File: src/logic/eeu_pkg.sv
/*
 * Constants, types and register map of the enclave exit unit.
 * Assumes a core that hands in the thread context captured at enclave
 * entry and that performs the actual state save and restore transfers.
 */
// Overview of operation
// RULE1: Reserved memory active: cache invalidate raises protection fault.
// RULE2: Leave enclave mode before handler starts.
// RULE3: Save to current frame, then load synthetic values.
// RULE4: Increment current save slot after the save.
// RULE5: Instruction pointer takes the async exit pointer.
// RULE6: Accumulator three, base thread pointer, count pointer.
// RULE7: Zero data, index regs; upper regs in 64-bit.
// RULE8: Restore stack and frame pointers from untrusted copies.
// RULE9: Clear arithmetic and resume flags before push.
// RULE10: x87 and SSE state go to init.
// RULE11: Control word 037E on fp fault, else 037F.
// RULE12: Status word 8081 on fp fault, else zero.
// RULE13: Vector status 1F01 on simd fault, else 1FB0.
// RULE14: Plain page fault clears low twelve address bits.
// RULE15: Extra segments restored to values at last entry.
// RULE16: 32-bit mode applies only low 32 bits.
// RULE17: Exit stack chosen as in ordinary operation.
// RULE18: Frame address from base, offset, slot, page count.
// RULE19: Entry fails unless current slot below slot count.
// RULE20: Resume reloads current frame then releases it.
// RULE21: Extended state uses ordinary save layout.
// RULE22: Resume decrements the current save slot.
package eeu_pkg;

  // ****************************************************************
  // Register map
  // ****************************************************************
  localparam logic [7:0] REG_CTRL = 8'h00;
  localparam logic [7:0] REG_SLOT = 8'h04;
  localparam logic [7:0] REG_STAT = 8'h08;
  localparam int CTRL_PRM_BIT = 0;
  localparam int CTRL_MODE_BIT = 1;
  localparam int SLOT_CUR_LSB = 0;
  localparam int SLOT_CNT_LSB = 8;
  localparam int SLOT_W = 8;
  localparam logic [SLOT_W-1:0] SLOT_CUR_RST = 8'h00;
  localparam logic [SLOT_W-1:0] SLOT_CNT_RST = 8'h01;
  localparam int STAT_CAUSE_LSB = 0;
  localparam int STAT_EXITS_LSB = 8;

  // ****************************************************************
  // Synthetic values
  // ****************************************************************
  localparam logic [63:0] RESUME_LEAF = 64'h0000000000000003;
  localparam logic [15:0] FCW_FP_FAULT = 16'h037E;
  localparam logic [15:0] FCW_DEFAULT = 16'h037F;
  localparam logic [15:0] FSW_FP_FAULT = 16'h8081;
  localparam logic [15:0] FSW_DEFAULT = 16'h0000;
  localparam logic [31:0] VCS_SIMD_FAULT = 32'h00001F01;
  localparam logic [31:0] VCS_DEFAULT = 32'h00001FB0;
  localparam logic [1:0] X87_SSE_INIT_MASK = 2'h3;
  localparam logic [63:0] FLAGS_CLEAR_MASK = 64'h00000000000108D5;
  localparam logic [63:0] LOW_WORD_MASK = 64'h00000000FFFFFFFF;
  localparam logic [63:0] FAULT_ADDR_KEEP = 64'hFFFFFFFFFFFFF000;
  localparam int PAGE_SHIFT = 12;
  localparam logic [15:0] GP_ERROR_CODE = 16'h0000;

  // ****************************************************************
  // Types
  // ****************************************************************
  typedef enum logic [2:0] {
    EV_INTR, EV_NMI, EV_SMI, EV_VMEXIT, EV_FP_ERR, EV_SIMD_FP,
    EV_PAGE_FAULT, EV_OTHER_EXC
  } eeu_cause_t;

  typedef enum logic [1:0] {STK_APP, STK_RING, STK_IST} eeu_stack_t;

  typedef struct packed {
    eeu_cause_t cause;
    logic pf_vmexit;
    logic pf_in_delivery;
    logic priv_change;
    logic ist_used;
  } eeu_event_t;

  typedef struct packed {
    logic [63:0] tcs_ptr;
    logic [63:0] async_exit_pointer;
    logic [63:0] base;
    logic [63:0] offset;
    logic [15:0] frame_pages;
    logic [63:0] usp;
    logic [63:0] ufp;
    logic [63:0] fs;
    logic [63:0] gs;
  } eeu_ctx_t;

  typedef struct packed {
    logic [63:0] ax, bx, cx, dx, si, di, sp, bp, ip, flags, cr2;
    logic [63:0] fs, gs;
    logic [15:0] fpu_control_word, fpu_status_word;
    logic [31:0] vcs;
    logic [1:0] init_mask;
    logic clr_upper;
    logic cr2_we;
    eeu_stack_t stack;
  } eeu_synth_t;

endpackage : eeu_pkg

File: src/logic/eeu_exit_unit.sv
/*
 * Asynchronous enclave exit unit with a classic Wishbone register slave.
 * Assumes the core captures i_ctx at each entry or resume, moves state
 * to and from memory on o_save_req and o_restore_req, and starts the
 * event handler only after o_handler_go.
 */
module eeu_exit_unit (
  input wire logic i_clk,
  input wire logic i_rst_n,
  input wire logic i_wb_cyc,
  input wire logic i_wb_stb,
  input wire logic i_wb_we,
  input wire logic [7:0] i_wb_adr,
  input wire logic [31:0] i_wb_dat,
  input wire logic [3:0] i_wb_sel,
  output logic [31:0] o_wb_dat,
  output logic o_wb_ack,
  input wire logic i_event_valid,
  input wire eeu_pkg::eeu_event_t i_event,
  input wire logic i_mode64,
  input wire eeu_pkg::eeu_ctx_t i_ctx,
  input wire logic [63:0] i_flags,
  input wire logic [63:0] i_cr2,
  input wire logic i_save_done,
  input wire logic i_enter,
  input wire logic i_resume,
  input wire logic i_cache_invalidate_no_writeback,
  output logic o_save_req,
  output logic [63:0] o_save_addr,
  output logic o_save_fmt64,
  output logic o_synth_valid,
  output eeu_pkg::eeu_synth_t o_synth,
  output logic o_handler_go,
  output logic o_enclave_mode,
  output logic o_enter_ok,
  output logic o_enter_fail,
  output logic o_restore_req,
  output logic [63:0] o_restore_addr,
  output logic o_gp_fault,
  output logic [15:0] o_gp_code
);
  import eeu_pkg::*;

  // ****************************************************************
  // Declarations
  // ****************************************************************
  typedef enum logic [1:0] {S_IDLE, S_SAVE, S_SYNTH, S_EXIT} eeu_state_t;

  eeu_state_t state_q;
  logic prm_q;
  logic mode_q;
  logic mode64_q;
  logic [SLOT_W-1:0] cur_q;
  logic [SLOT_W-1:0] cnt_q;
  logic [7:0] exits_q;
  eeu_event_t ev_q;
  eeu_synth_t synth_q;
  logic synth_v_q;
  logic save_req_q;
  logic [63:0] save_addr_q;
  logic handler_q;
  logic ok_q;
  logic fail_q;
  logic rst_req_q;
  logic [63:0] rst_addr_q;
  logic gp_q;
  logic ack_q;
  logic [31:0] rdat_q;
  logic [63:0] cur_addr;
  logic [63:0] prev_addr;
  logic [63:0] scrub_flags;
  logic [SLOT_W-1:0] prev_slot;
  logic bus_req;
  logic bus_wr;
  logic [31:0] wmask;
  logic [31:0] slot_word;
  logic [31:0] wslot;
  logic slot_hw;
  logic [63:0] fit_tcs;
  logic [63:0] fit_aep;
  logic [63:0] fit_sp;
  logic [63:0] fit_bp;
  logic [63:0] fit_cr2;

  // ****************************************************************
  // Helpers
  // ****************************************************************
  function automatic logic [63:0] fit(input logic [63:0] v,
                                      input logic m64);
    fit = m64 ? v : (v & LOW_WORD_MASK); // [RULE16]
  endfunction

  assign prev_slot = cur_q - 8'h01;

  eeu_frame_addr u_cur_frame (
    .i_base(i_ctx.base),
    .i_offset(i_ctx.offset),
    .i_pages(i_ctx.frame_pages),
    .i_slot(cur_q),
    .o_addr(cur_addr)
  );

  eeu_frame_addr u_prev_frame (
    .i_base(i_ctx.base),
    .i_offset(i_ctx.offset),
    .i_pages(i_ctx.frame_pages),
    .i_slot(prev_slot),
    .o_addr(prev_addr)
  );

  eeu_flag_scrub u_scrub (
    .i_flags(i_flags),
    .i_mode64(mode64_q),
    .o_flags(scrub_flags)
  );

  always_comb begin
    fit_tcs = fit(i_ctx.tcs_ptr, mode64_q);
    fit_aep = fit(i_ctx.async_exit_pointer, mode64_q);
    fit_sp = fit(i_ctx.usp, mode64_q);
    fit_bp = fit(i_ctx.ufp, mode64_q);
    fit_cr2 = fit(i_cr2 & FAULT_ADDR_KEEP, mode64_q);
  end

  // ****************************************************************
  // Wishbone slave
  // ****************************************************************
  assign bus_req = i_wb_cyc && i_wb_stb && !ack_q;
  assign bus_wr = bus_req && i_wb_we;
  assign wmask = {{8{i_wb_sel[3]}}, {8{i_wb_sel[2]}},
                  {8{i_wb_sel[1]}}, {8{i_wb_sel[0]}}};
  assign slot_word = {16'h0000, cnt_q, cur_q};
  assign wslot = (slot_word & ~wmask) | (i_wb_dat & wmask);
  assign slot_hw = (state_q == S_SYNTH) ||
                   (state_q == S_IDLE && !i_event_valid &&
                    i_resume && mode_q == 1'b0 && cur_q != SLOT_CUR_RST);

  // Ack rises one cycle after the strobe and drops the cycle after.
  always_ff @(posedge i_clk) begin
    if (!i_rst_n) begin
      ack_q <= 1'b0;
    end else begin
      ack_q <= bus_req;
    end
  end

  always_ff @(posedge i_clk) begin
    if (!i_rst_n) begin
      rdat_q <= 32'h00000000;
    end else if (bus_req && !i_wb_we) begin
      case (i_wb_adr)
        REG_CTRL: rdat_q <= {30'h0, mode_q, prm_q};
        REG_SLOT: rdat_q <= slot_word;
        REG_STAT: rdat_q <= {16'h0000, exits_q, 5'h00, ev_q.cause};
        default: rdat_q <= 32'h00000000;
      endcase
    end
  end

  always_ff @(posedge i_clk) begin
    if (!i_rst_n) begin
      prm_q <= 1'b0;
    end else if (bus_wr && i_wb_adr == REG_CTRL && i_wb_sel[0]) begin
      prm_q <= i_wb_dat[CTRL_PRM_BIT];
    end
  end

  // Hardware slot updates win over a software write in the same cycle,
  // since losing an exit would corrupt the frame stack.
  always_ff @(posedge i_clk) begin
    if (!i_rst_n) begin
      cur_q <= SLOT_CUR_RST;
      cnt_q <= SLOT_CNT_RST;
    end else if (slot_hw) begin
      if (state_q == S_SYNTH) begin
        cur_q <= cur_q + 8'h01; // [RULE4]
      end else begin
        cur_q <= prev_slot; // [RULE22] [RULE20]
      end
    end else if (bus_wr && i_wb_adr == REG_SLOT) begin
      cur_q <= wslot[SLOT_CUR_LSB +: SLOT_W];
      cnt_q <= wslot[SLOT_CNT_LSB +: SLOT_W];
    end
  end

  // ****************************************************************
  // Exit sequence
  // ****************************************************************
  always_ff @(posedge i_clk) begin
    if (!i_rst_n) begin
      state_q <= S_IDLE;
    end else begin
      case (state_q)
        S_IDLE: begin
          if (i_event_valid && mode_q) begin
            state_q <= S_SAVE;
          end
        end
        S_SAVE: begin
          if (i_save_done) begin
            state_q <= S_SYNTH; // [RULE3]
          end
        end
        S_SYNTH: state_q <= S_EXIT;
        S_EXIT: state_q <= S_IDLE;
        default: state_q <= S_IDLE;
      endcase
    end
  end

  always_ff @(posedge i_clk) begin
    if (!i_rst_n) begin
      ev_q <= '0;
      mode64_q <= 1'b0;
    end else if (state_q == S_IDLE && i_event_valid && mode_q) begin
      ev_q <= i_event;
      mode64_q <= i_mode64;
    end
  end

  always_ff @(posedge i_clk) begin
    if (!i_rst_n) begin
      save_req_q <= 1'b0;
      save_addr_q <= 64'h0000000000000000;
    end else begin
      save_req_q <= state_q == S_IDLE && i_event_valid && mode_q;
      if (state_q == S_IDLE && i_event_valid && mode_q) begin
        save_addr_q <= cur_addr; // [RULE3] [RULE18]
      end
    end
  end

  // Synthetic state is computed only after the save has completed.
  always_ff @(posedge i_clk) begin
    if (!i_rst_n) begin
      synth_q <= '0;
      synth_v_q <= 1'b0;
    end else begin
      synth_v_q <= state_q == S_SYNTH;
      if (state_q == S_SYNTH) begin
        synth_q.ax <= RESUME_LEAF; // [RULE6]
        synth_q.bx <= fit_tcs; // [RULE6]
        synth_q.cx <= fit_aep; // [RULE6]
        synth_q.ip <= fit_aep; // [RULE5]
        synth_q.dx <= 64'h0000000000000000; // [RULE7]
        synth_q.si <= 64'h0000000000000000; // [RULE7]
        synth_q.di <= 64'h0000000000000000; // [RULE7]
        synth_q.clr_upper <= mode64_q; // [RULE7]
        synth_q.sp <= fit_sp; // [RULE8]
        synth_q.bp <= fit_bp; // [RULE8]
        synth_q.flags <= scrub_flags; // [RULE9]
        synth_q.init_mask <= X87_SSE_INIT_MASK; // [RULE10]
        synth_q.fpu_control_word <= (ev_q.cause == EV_FP_ERR) ?
                       FCW_FP_FAULT : FCW_DEFAULT; // [RULE11]
        synth_q.fpu_status_word <= (ev_q.cause == EV_FP_ERR) ?
                       FSW_FP_FAULT : FSW_DEFAULT; // [RULE12]
        synth_q.vcs <= (ev_q.cause == EV_SIMD_FP) ?
                       VCS_SIMD_FAULT : VCS_DEFAULT; // [RULE13]
        synth_q.cr2 <= fit_cr2; // [RULE14]
        synth_q.cr2_we <= ev_q.cause == EV_PAGE_FAULT &&
                          !ev_q.pf_vmexit &&
                          !ev_q.pf_in_delivery; // [RULE14]
        synth_q.fs <= fit(i_ctx.fs, mode64_q); // [RULE15] [RULE16]
        synth_q.gs <= fit(i_ctx.gs, mode64_q); // [RULE15] [RULE16]
        if (ev_q.ist_used) begin
          synth_q.stack <= STK_IST; // [RULE17]
        end else if (ev_q.priv_change) begin
          synth_q.stack <= STK_RING; // [RULE17]
        end else begin
          synth_q.stack <= STK_APP; // [RULE17]
        end
      end
    end
  end

  // Enclave mode drops in the cycle before the handler is released.
  always_ff @(posedge i_clk) begin
    if (!i_rst_n) begin
      mode_q <= 1'b0;
    end else if (state_q == S_SYNTH) begin
      mode_q <= 1'b0; // [RULE2]
    end else if (state_q == S_IDLE && !mode_q && i_enter &&
                 cur_q < cnt_q) begin
      mode_q <= 1'b1; // [RULE19]
    end else if (slot_hw && state_q == S_IDLE) begin
      mode_q <= 1'b1; // [RULE20]
    end
  end

  always_ff @(posedge i_clk) begin
    if (!i_rst_n) begin
      handler_q <= 1'b0;
      exits_q <= 8'h00;
    end else begin
      handler_q <= state_q == S_EXIT; // [RULE2]
      if (state_q == S_EXIT) begin
        exits_q <= exits_q + 8'h01;
      end
    end
  end

  // ****************************************************************
  // Entry, resume and cache invalidate
  // ****************************************************************
  always_ff @(posedge i_clk) begin
    if (!i_rst_n) begin
      ok_q <= 1'b0;
      fail_q <= 1'b0;
    end else begin
      ok_q <= state_q == S_IDLE && !mode_q && i_enter &&
              cur_q < cnt_q; // [RULE19]
      fail_q <= state_q == S_IDLE && !mode_q && i_enter &&
                cur_q >= cnt_q; // [RULE19]
    end
  end

  // Resume with no occupied frame is refused; nothing is restored.
  always_ff @(posedge i_clk) begin
    if (!i_rst_n) begin
      rst_req_q <= 1'b0;
      rst_addr_q <= 64'h0000000000000000;
    end else begin
      rst_req_q <= slot_hw && state_q == S_IDLE; // [RULE20]
      if (slot_hw && state_q == S_IDLE) begin
        rst_addr_q <= prev_addr; // [RULE20]
      end
    end
  end

  always_ff @(posedge i_clk) begin
    if (!i_rst_n) begin
      gp_q <= 1'b0;
    end else begin
      gp_q <= i_cache_invalidate_no_writeback && prm_q; // [RULE1]
    end
  end

  // ****************************************************************
  // Outputs
  // ****************************************************************
  assign o_wb_ack = ack_q;
  assign o_wb_dat = rdat_q;
  assign o_save_req = save_req_q;
  assign o_save_addr = save_addr_q;
  assign o_save_fmt64 = mode64_q; // [RULE21]
  assign o_synth_valid = synth_v_q;
  assign o_synth = synth_q;
  assign o_handler_go = handler_q;
  assign o_enclave_mode = mode_q;
  assign o_enter_ok = ok_q;
  assign o_enter_fail = fail_q;
  assign o_restore_req = rst_req_q;
  assign o_restore_addr = rst_addr_q;
  assign o_gp_fault = gp_q;
  assign o_gp_code = GP_ERROR_CODE; // [RULE1]

endmodule // eeu_exit_unit

File: src/logic/eeu_flag_scrub.sv
/*
 * Flag scrubbing and mode fitting for the pushed flags image.
 * Assumes the flags input is the architectural value at the exit.
 */
module eeu_flag_scrub (
  input wire logic [63:0] i_flags,
  input wire logic i_mode64,
  output logic [63:0] o_flags
);
  import eeu_pkg::*;

  always_comb begin
    o_flags = i_flags & ~FLAGS_CLEAR_MASK; // [RULE9]
    if (!i_mode64) begin
      o_flags = o_flags & LOW_WORD_MASK; // [RULE16]
    end
  end

endmodule // eeu_flag_scrub

File: src/logic/eeu_frame_addr.sv
/*
 * Linear address of one save frame.
 * Assumes frame page count and slot are stable while the result is used.
 */
module eeu_frame_addr (
  input wire logic [63:0] i_base,
  input wire logic [63:0] i_offset,
  input wire logic [15:0] i_pages,
  input wire logic [eeu_pkg::SLOT_W-1:0] i_slot,
  output logic [63:0] o_addr
);
  import eeu_pkg::*;

  logic [63:0] span;

  // A frame spans whole pages, so the slot stride is pages shifted.
  always_comb begin
    span = 64'({i_pages, 12'h000}) * 64'(i_slot); // [RULE18]
    o_addr = i_base + i_offset + span; // [RULE18]
  end

endmodule // eeu_frame_addr

File: config.mk
export PLATFORM = sky130hd
export DESIGN_NAME = eeu_exit_unit
export DESIGN_NICKNAME = d
export VERILOG_FILES = /design/src/logic/eeu_pkg.sv /design/src/logic/eeu_exit_unit.sv /design/src/logic/eeu_flag_scrub.sv /design/src/logic/eeu_frame_addr.sv
export SDC_FILE = /design/constraint.sdc
export NUM_CORES = 2
export LEC_CHECK = 0
export ABC_AREA = 1
export BUFFER_PORTS_ARGS = -buffer_cell sky130_fd_sc_hd__buf_4
export CELL_PAD_IN_SITES_DETAIL_PLACEMENT = 0
export CELL_PAD_IN_SITES_GLOBAL_PLACEMENT = 2
export CORE_AREA = 8 8 693 695
export DETAILED_ROUTE_END_ITERATION = 8
export DIE_AREA = 0 0 701 703
export PLACE_DENSITY_LB_ADDON = 0.1
export SLEW_MARGIN = 20
export SYNTH_ARGS = -nofsm -noshare
export SYNTH_HDL_FRONTEND = slang
export SYNTH_HIERARCHICAL = 1
export SYNTH_SLANG_ARGS = --single-unit
File: constraint.sdc
create_clock -name i_clk -period 21.7 [get_ports i_clk]
set_clock_uncertainty 0.2 [all_clocks]
set_input_delay 4.34 -clock i_clk [delete_from_list [all_inputs] [get_ports i_clk]]
set_output_delay 4.34 -clock i_clk [all_outputs]
set_load 0.02 [all_outputs]
## Word level (Yosys, flattened, before mapping)

Index checks and enable logic that the tools add are counted.

- Muxes and demuxes: 22
- Reductions and logical operators: 37
- Bitwise operators: 7
- Eq/ne operators: 10
- Add/sub/neg operators: 6
- Order comparisons: 2
- Multiply operators: 2

Operators by type and width:

| cell | number |
|---|---|
| $mux W64 | 8 |
| $add A64 B36 Y64 | 2 |
| $add A64 B64 Y64 | 1 |
| $mul A16 B8 Y24 | 2 |
| $pmux W16 S3 | 1 |
| $and A16 B16 Y16 | 2 |
| $mux W8 | 4 |
| $logic_and A1 B1 Y1 | 22 |
| $add A8 B1 Y8 const B | 2 |
| $mux W16 | 1 |
| $not A16 Y16 | 1 |
| $or A16 B16 Y16 | 1 |
| $eq A3 B3 Y1 const B | 3 |
| $eq A8 B3 Y1 const B | 1 |
| $eq A8 B4 Y1 const B | 1 |
| $ge A8 B8 Y1 | 1 |
| $logic_not A8 Y1 | 1 |
| $lt A8 B8 Y1 | 1 |
| $pmux W2 S4 | 1 |
| $reduce_bool A8 Y1 | 1 |
| $sub A8 B1 Y8 const B | 1 |
| $logic_not A1 Y1 | 6 |
| $mux W2 | 3 |
| $eq A2 B2 Y1 const B | 2 |
| 9 further kinds | 17 |

- Register bits: 785
- Output and inout port bits: 1088
- Logic and storage cells: 124
- Input bits: 718

## Logic depth before layout (Yosys ltp)

- Word-level depth: 9
- Depth in mapped cells: 43
- Depth with buffers taken out: 42

## Modules after synthesis

The synthesis kept the hierarchy.

By module, submodules not included:

| module | area each (sq um) | times used | cells an instance | sequential area each (sq um) |
|---|---|---|---|---|
| eeu_exit_unit | 26364.0 | 1 | 2621 | 13953.4 |
| eeu_frame_addr at u_prev_frame | 11378.4 | 1 | 2024 | 0.0 |
| eeu_frame_addr at u_cur_frame | 11277.1 | 1 | 2020 | 0.0 |
| eeu_flag_scrub | 518.0 | 1 | 100 | 0.0 |

## Least setup slack after synthesis

Ideal clock, no wire load.

- Path type: in2reg
- Start point: in i_ctx[256] (netlist name)
- End point: reg save_addr_q[59], in the netlist o_save_addr[59]
- Path buffers: 1
- Library setup time: 0.128 ns
- Stages: 30
- Path slack: 11.566 ns
- Data required time: 21.372 ns
- Arrival time: 9.806 ns
- Cells stage by stage: clkbuf_1 -> nand2_1 -> fa_1 -> fa_1 -> inv_1 -> fa_1 -> inv_1 -> fa_1 -> inv_1 -> ha_1 -> a21oi_1 -> o21ai_1 -> a21oi_1 -> inv_1 -> nand2_1 -> nand2_1 -> xor2_1 -> fa_1 -> ha_1 -> nand2_1 -> nor2_1 -> inv_1 -> nor3_2 -> nand3_1 -> nand2_1 -> nand2_1 -> nand3_1 -> nand2_1 -> o21ai_0 -> a21oi_1

- Word-level cells in the longest chain between the ends: 2

Ends and longest elaborated chain:

| what | line | RTL |
|---|---|---|
| start: declaration | eeu_exit_unit.sv:21 | `input wire eeu_pkg::eeu_ctx_t i_ctx,` |
| $mul A16 B8 Y24 | eeu_frame_addr.sv:18 | `span = 64'({i_pages, 12'h000}) * 64'(i_slot);` |
| $add A64 B36 Y64 | eeu_frame_addr.sv:19 | `o_addr = i_base + i_offset + span;` |
| via cur_addr[59] | eeu_exit_unit.sv:69 | `logic [63:0] cur_addr;` |
| end signal: assignment | eeu_exit_unit.sv:228 | `save_addr_q <= cur_addr;` |
| end: declaration | eeu_exit_unit.sv:60 | `logic [63:0] save_addr_q;` |

The timed path passes the listed nets, and every way through them passes these cells.
A chain may end at the register's enable or synchronous reset.

## Worst setup path after layout

Ends and elaborated chain as after synthesis.

==> results.md <==
* Run status: complete, no violations
* Worst slew margin at 23.36%
* Final period util at 52.74%
* Clock buffer depth at 4
* Synthesized cell area at 0.04954 sq mm
* Post-CTS sizing at 0
* Critical Path Sink: o_save_addr[59]
* Initial antenna violation count at 111
* Cell taking the most area after synthesis: dfxtp_1
* CTS Buf Count at 112
* Die Wd at 701 um
* First-pass GRT wire length at 527900 um
* Number of nets in the layout at 9216
* Ranking of synthesized cells by area: dfxtp_1 28%, nand2_1 13%, inv_1 9.8%
* Clock Latency Late Sink at 0.83 ns
* Post-route ant nets at 0
* Tmin final at 11.44 ns
* Vias at 48.19k
* Synthesis-to-layout area growth at 39.33%
* Area fraction in compound gates after synthesis at 14.05%
* Post-Route Setup TNS at 0 ns
* HPWL Detailed at 364500 um
* Fmax at 87.37 MHz
* Sink Count at 697
* # setup viols final at 0
* Most frequent CP cell: nand2_1
* CP Launch Type: primary input
* Final hold vios at 0
* IO buf count at 1427
* Xor and xnor area share after synthesis at 1.786%
* Worst-case reg-to-reg path depth at 30
* CTS tree: built
* H-tree depth at 3
* Clock transition at path regs at 0.06 ns
* Critical path fanouts, max at 16
* R2r setup slk at 12.75 ns
* Post-synthesis sequential element count at 697
* Worst Tran Pin Value at 1.150 ns
* RSZ-0062 raised after global routing: false
* Multiplexer area fraction after synthesis at 0%
* Row Count at 252
* Fin. max-slew vios at 0
* Post-synthesis sequential area ratio at 28.17%
* Highest cell delay on the worst timing path at 0.62 ns
* All-Layer GR Usage at 16.07%
* Die H at 703 um
* Distinct cells, synth at 44
* Grt ovf at 0
* Worst EP required at 22.20 ns
* Worst Setup SP: i_ctx[256]
* Main combinational cell family by area after synthesis: simple AND/OR/NAND/NOR gates
* Core box area at 0.4692 sq mm
* CP Class: primary input to flip-flop
* Average wire per standard cell at 29.06 um
* Vias per inst at 3.365
* Slowest cell on crit path: xor2_1
* Post-synth EDFFs at 0
* Fin util at 14.71%
* DRC viols at 0
* Placer Congestion at 0.9373
* Root buffer cell: clkbuf_16
* Initial Utilization at 10.56%
* FILL cells at 54.05k
* Initial DRC Count at 2558
* Post-synthesis adder-cell area fraction at 16.56%
* Max Cap Viol at 0
* Vias in the first global route at 50.81k
* Worst EP arrival at 11.95 ns
* Synth top area share at 28.17%
* 1st-pass router iterations at 7
* Main flop type after synthesis: dfxtp_1
* Async set-reset flop share out of synthesis at 0%
* Synthesized area per cell at 7.323 sq um
* Die area at 0.4928 sq mm
* WL final at 416200 um
* # IOs at 1806
* Area share of and/or/nand/nor cells after synthesis at 20.35%
* CP endpoint kind: flip-flop
* Hold Crit Class: flip-flop to flip-flop
* Hold_buf cts at 0
* Maximum number of pins on one net before global-route repair at 165
* Setup Buffers After CTS at 0
* FF-to-FF End: o_restore_addr[31]
* Synth Instances at 6765
* Share of cells above drive strength 1 at 21.80%
* Synth warn at 6
-- kinds of logic (layout without fill, tap and decap cells) --
logic type | after synthesis | after routing
and+or+nand+nor | 2482 | 2482
buffers and inverters | 2021 | 2975
AOI/OAI and AO/OA | 937 | 937
DFF | 697 | 697
adders and majority gates | 525 | 525
xor gates and xnor gates | 101 | 101
other | 2 | 381
-- synth_stat cells (3+ instances only) --
| library cell | n |
|---|---|
| a32o_1 | 225 |
| a31oi_1 | 5 |
| a21o_1 | 3 |
| o21ai_0 | 135 |
| buf_6 | 9 |
| o21a_1 | 6 |
| nor3_2 | 3 |
| nor2_4 | 7 |
| fa_1 | 218 |
| a22o_1 | 276 |
| nand3_2 | 14 |
| nor3_1 | 37 |
| nand2_1 | 1705 |
| nor2_2 | 38 |
| o21bai_1 | 18 |
| dfxtp_1 | 697 |
| nand4_1 | 43 |
| clkbuf_1 | 176 |
| o21ai_1 | 46 |
| nor2_1 | 422 |
| buf_2 | 58 |
| inv_1 | 1291 |
| nor4_1 | 6 |
| xnor2_1 | 11 |
| xor2_1 | 90 |
| buf_4 | 458 |
| inv_2 | 11 |
| buf_1 | 17 |
| nand3_1 | 171 |
| nand2_2 | 30 |
| o22ai_1 | 6 |
| a21oi_1 | 211 |
| ha_1 | 307 |
-- cell usage in the layout, fill, tap and decap left out, types with 90 or more instances in the layout --
| master | instances |
|---|---|
| nand2_1 | 1705 |
| clkbuf_16 | 112 |
| nand3_1 | 170 |
| o21ai_0 | 132 |
| a21oi_1 | 211 |
| a32o_1 | 225 |
| inv_1 | 1291 |
| nor2_1 | 421 |
| ha_1 | 307 |
| dfxtp_1 | 696 |
| fa_1 | 218 |
| a22o_1 | 276 |
| buf_4 | 1460 |
| xor2_1 | 90 |
| conb_1 | 348 |
-- registers in the layout, summed over array words and instances, names as in the netlist, 2 cells and up, named ones only --
signal	flops
ev_q	7
o_synth	509
o_wb_dat	16
o_save_addr	64
o_restore_addr	64
state_q	2
exits_q	8
-- worst min-delay path by stage --
stage | startpoint | endpoint | slack, ns | cells past startpoint
6_report | o_save_addr[0] | o_save_addr[0] | 0.24 | 2
5_1_grt | o_save_addr[17] | o_save_addr[17] | 0.26 | 2
4_1_cts | o_save_addr[17] | o_save_addr[17] | 0.25 | 2
3_5_place_dp | o_save_addr[47] | o_save_addr[47] | 0.24 | 2
3_3_place_gp | o_save_addr[29] | o_save_addr[29] | 0.24 | 2
2_1_floorplan | prm_q | o_gp_fault | 0.22 | 2
-- metal layers --
| layer | GRT usage [%] | part of all wire [%] |
|---|---|---|
| met1 | 17.70 | 39 |
| met2 | 30.27 | 52 |
| met3 | 3.898 | 5.6 |
| met4 | 4.767 | 3.5 |
| met5 | 0.1923 | 0.12 |
-- through the flow --
| stage | instances | worst slack [ns] | area (sq um) | hold slack, ns |
|---|---|---|---|---|
| 2_1_floorplan | 7111 | 11.57 | 50840 | 0.2225 |
| 3_3_place_gp | 14082 | 9.163 | 65140 | 0.2368 |
| 3_5_place_dp | 14082 | 9.238 | 65140 | 0.2407 |
| 4_1_cts | 14288 | 10.14 | 68930 | 0.2499 |
| 5_1_grt | 14293 | 9.884 | 68950 | 0.2605 |
| 6_report | 14321 | 10.26 | 69020 | 0.2444 |
-- cell type report --
class	count	area (sq um)	share of cell area (%)
inverter	1302	4895	7.092
timing repair buffer	1467	11060	16.02
clock inverter	46	594.3	0.8611
clock buffer	160	3193	4.626
sequential	697	13960	20.22
multi-input combinational	4393	27460	39.78
tap	6223	7786	11.28
antenna	33	82.58	0.1196
-- worst max-delay path: cells and delay by family --
family / cells / cell delay (ns)
compound gates: 5 / 0.89
buf+inv: 6 / 0.72
simple gates: 11 / 1.80
fa+ha+maj: 7 / 3.54
xor+xnor: 1 / 0.62
Power is not shown: default switching activity piles up to over one toggle a cycle in this logic, so the estimate is an artifact.
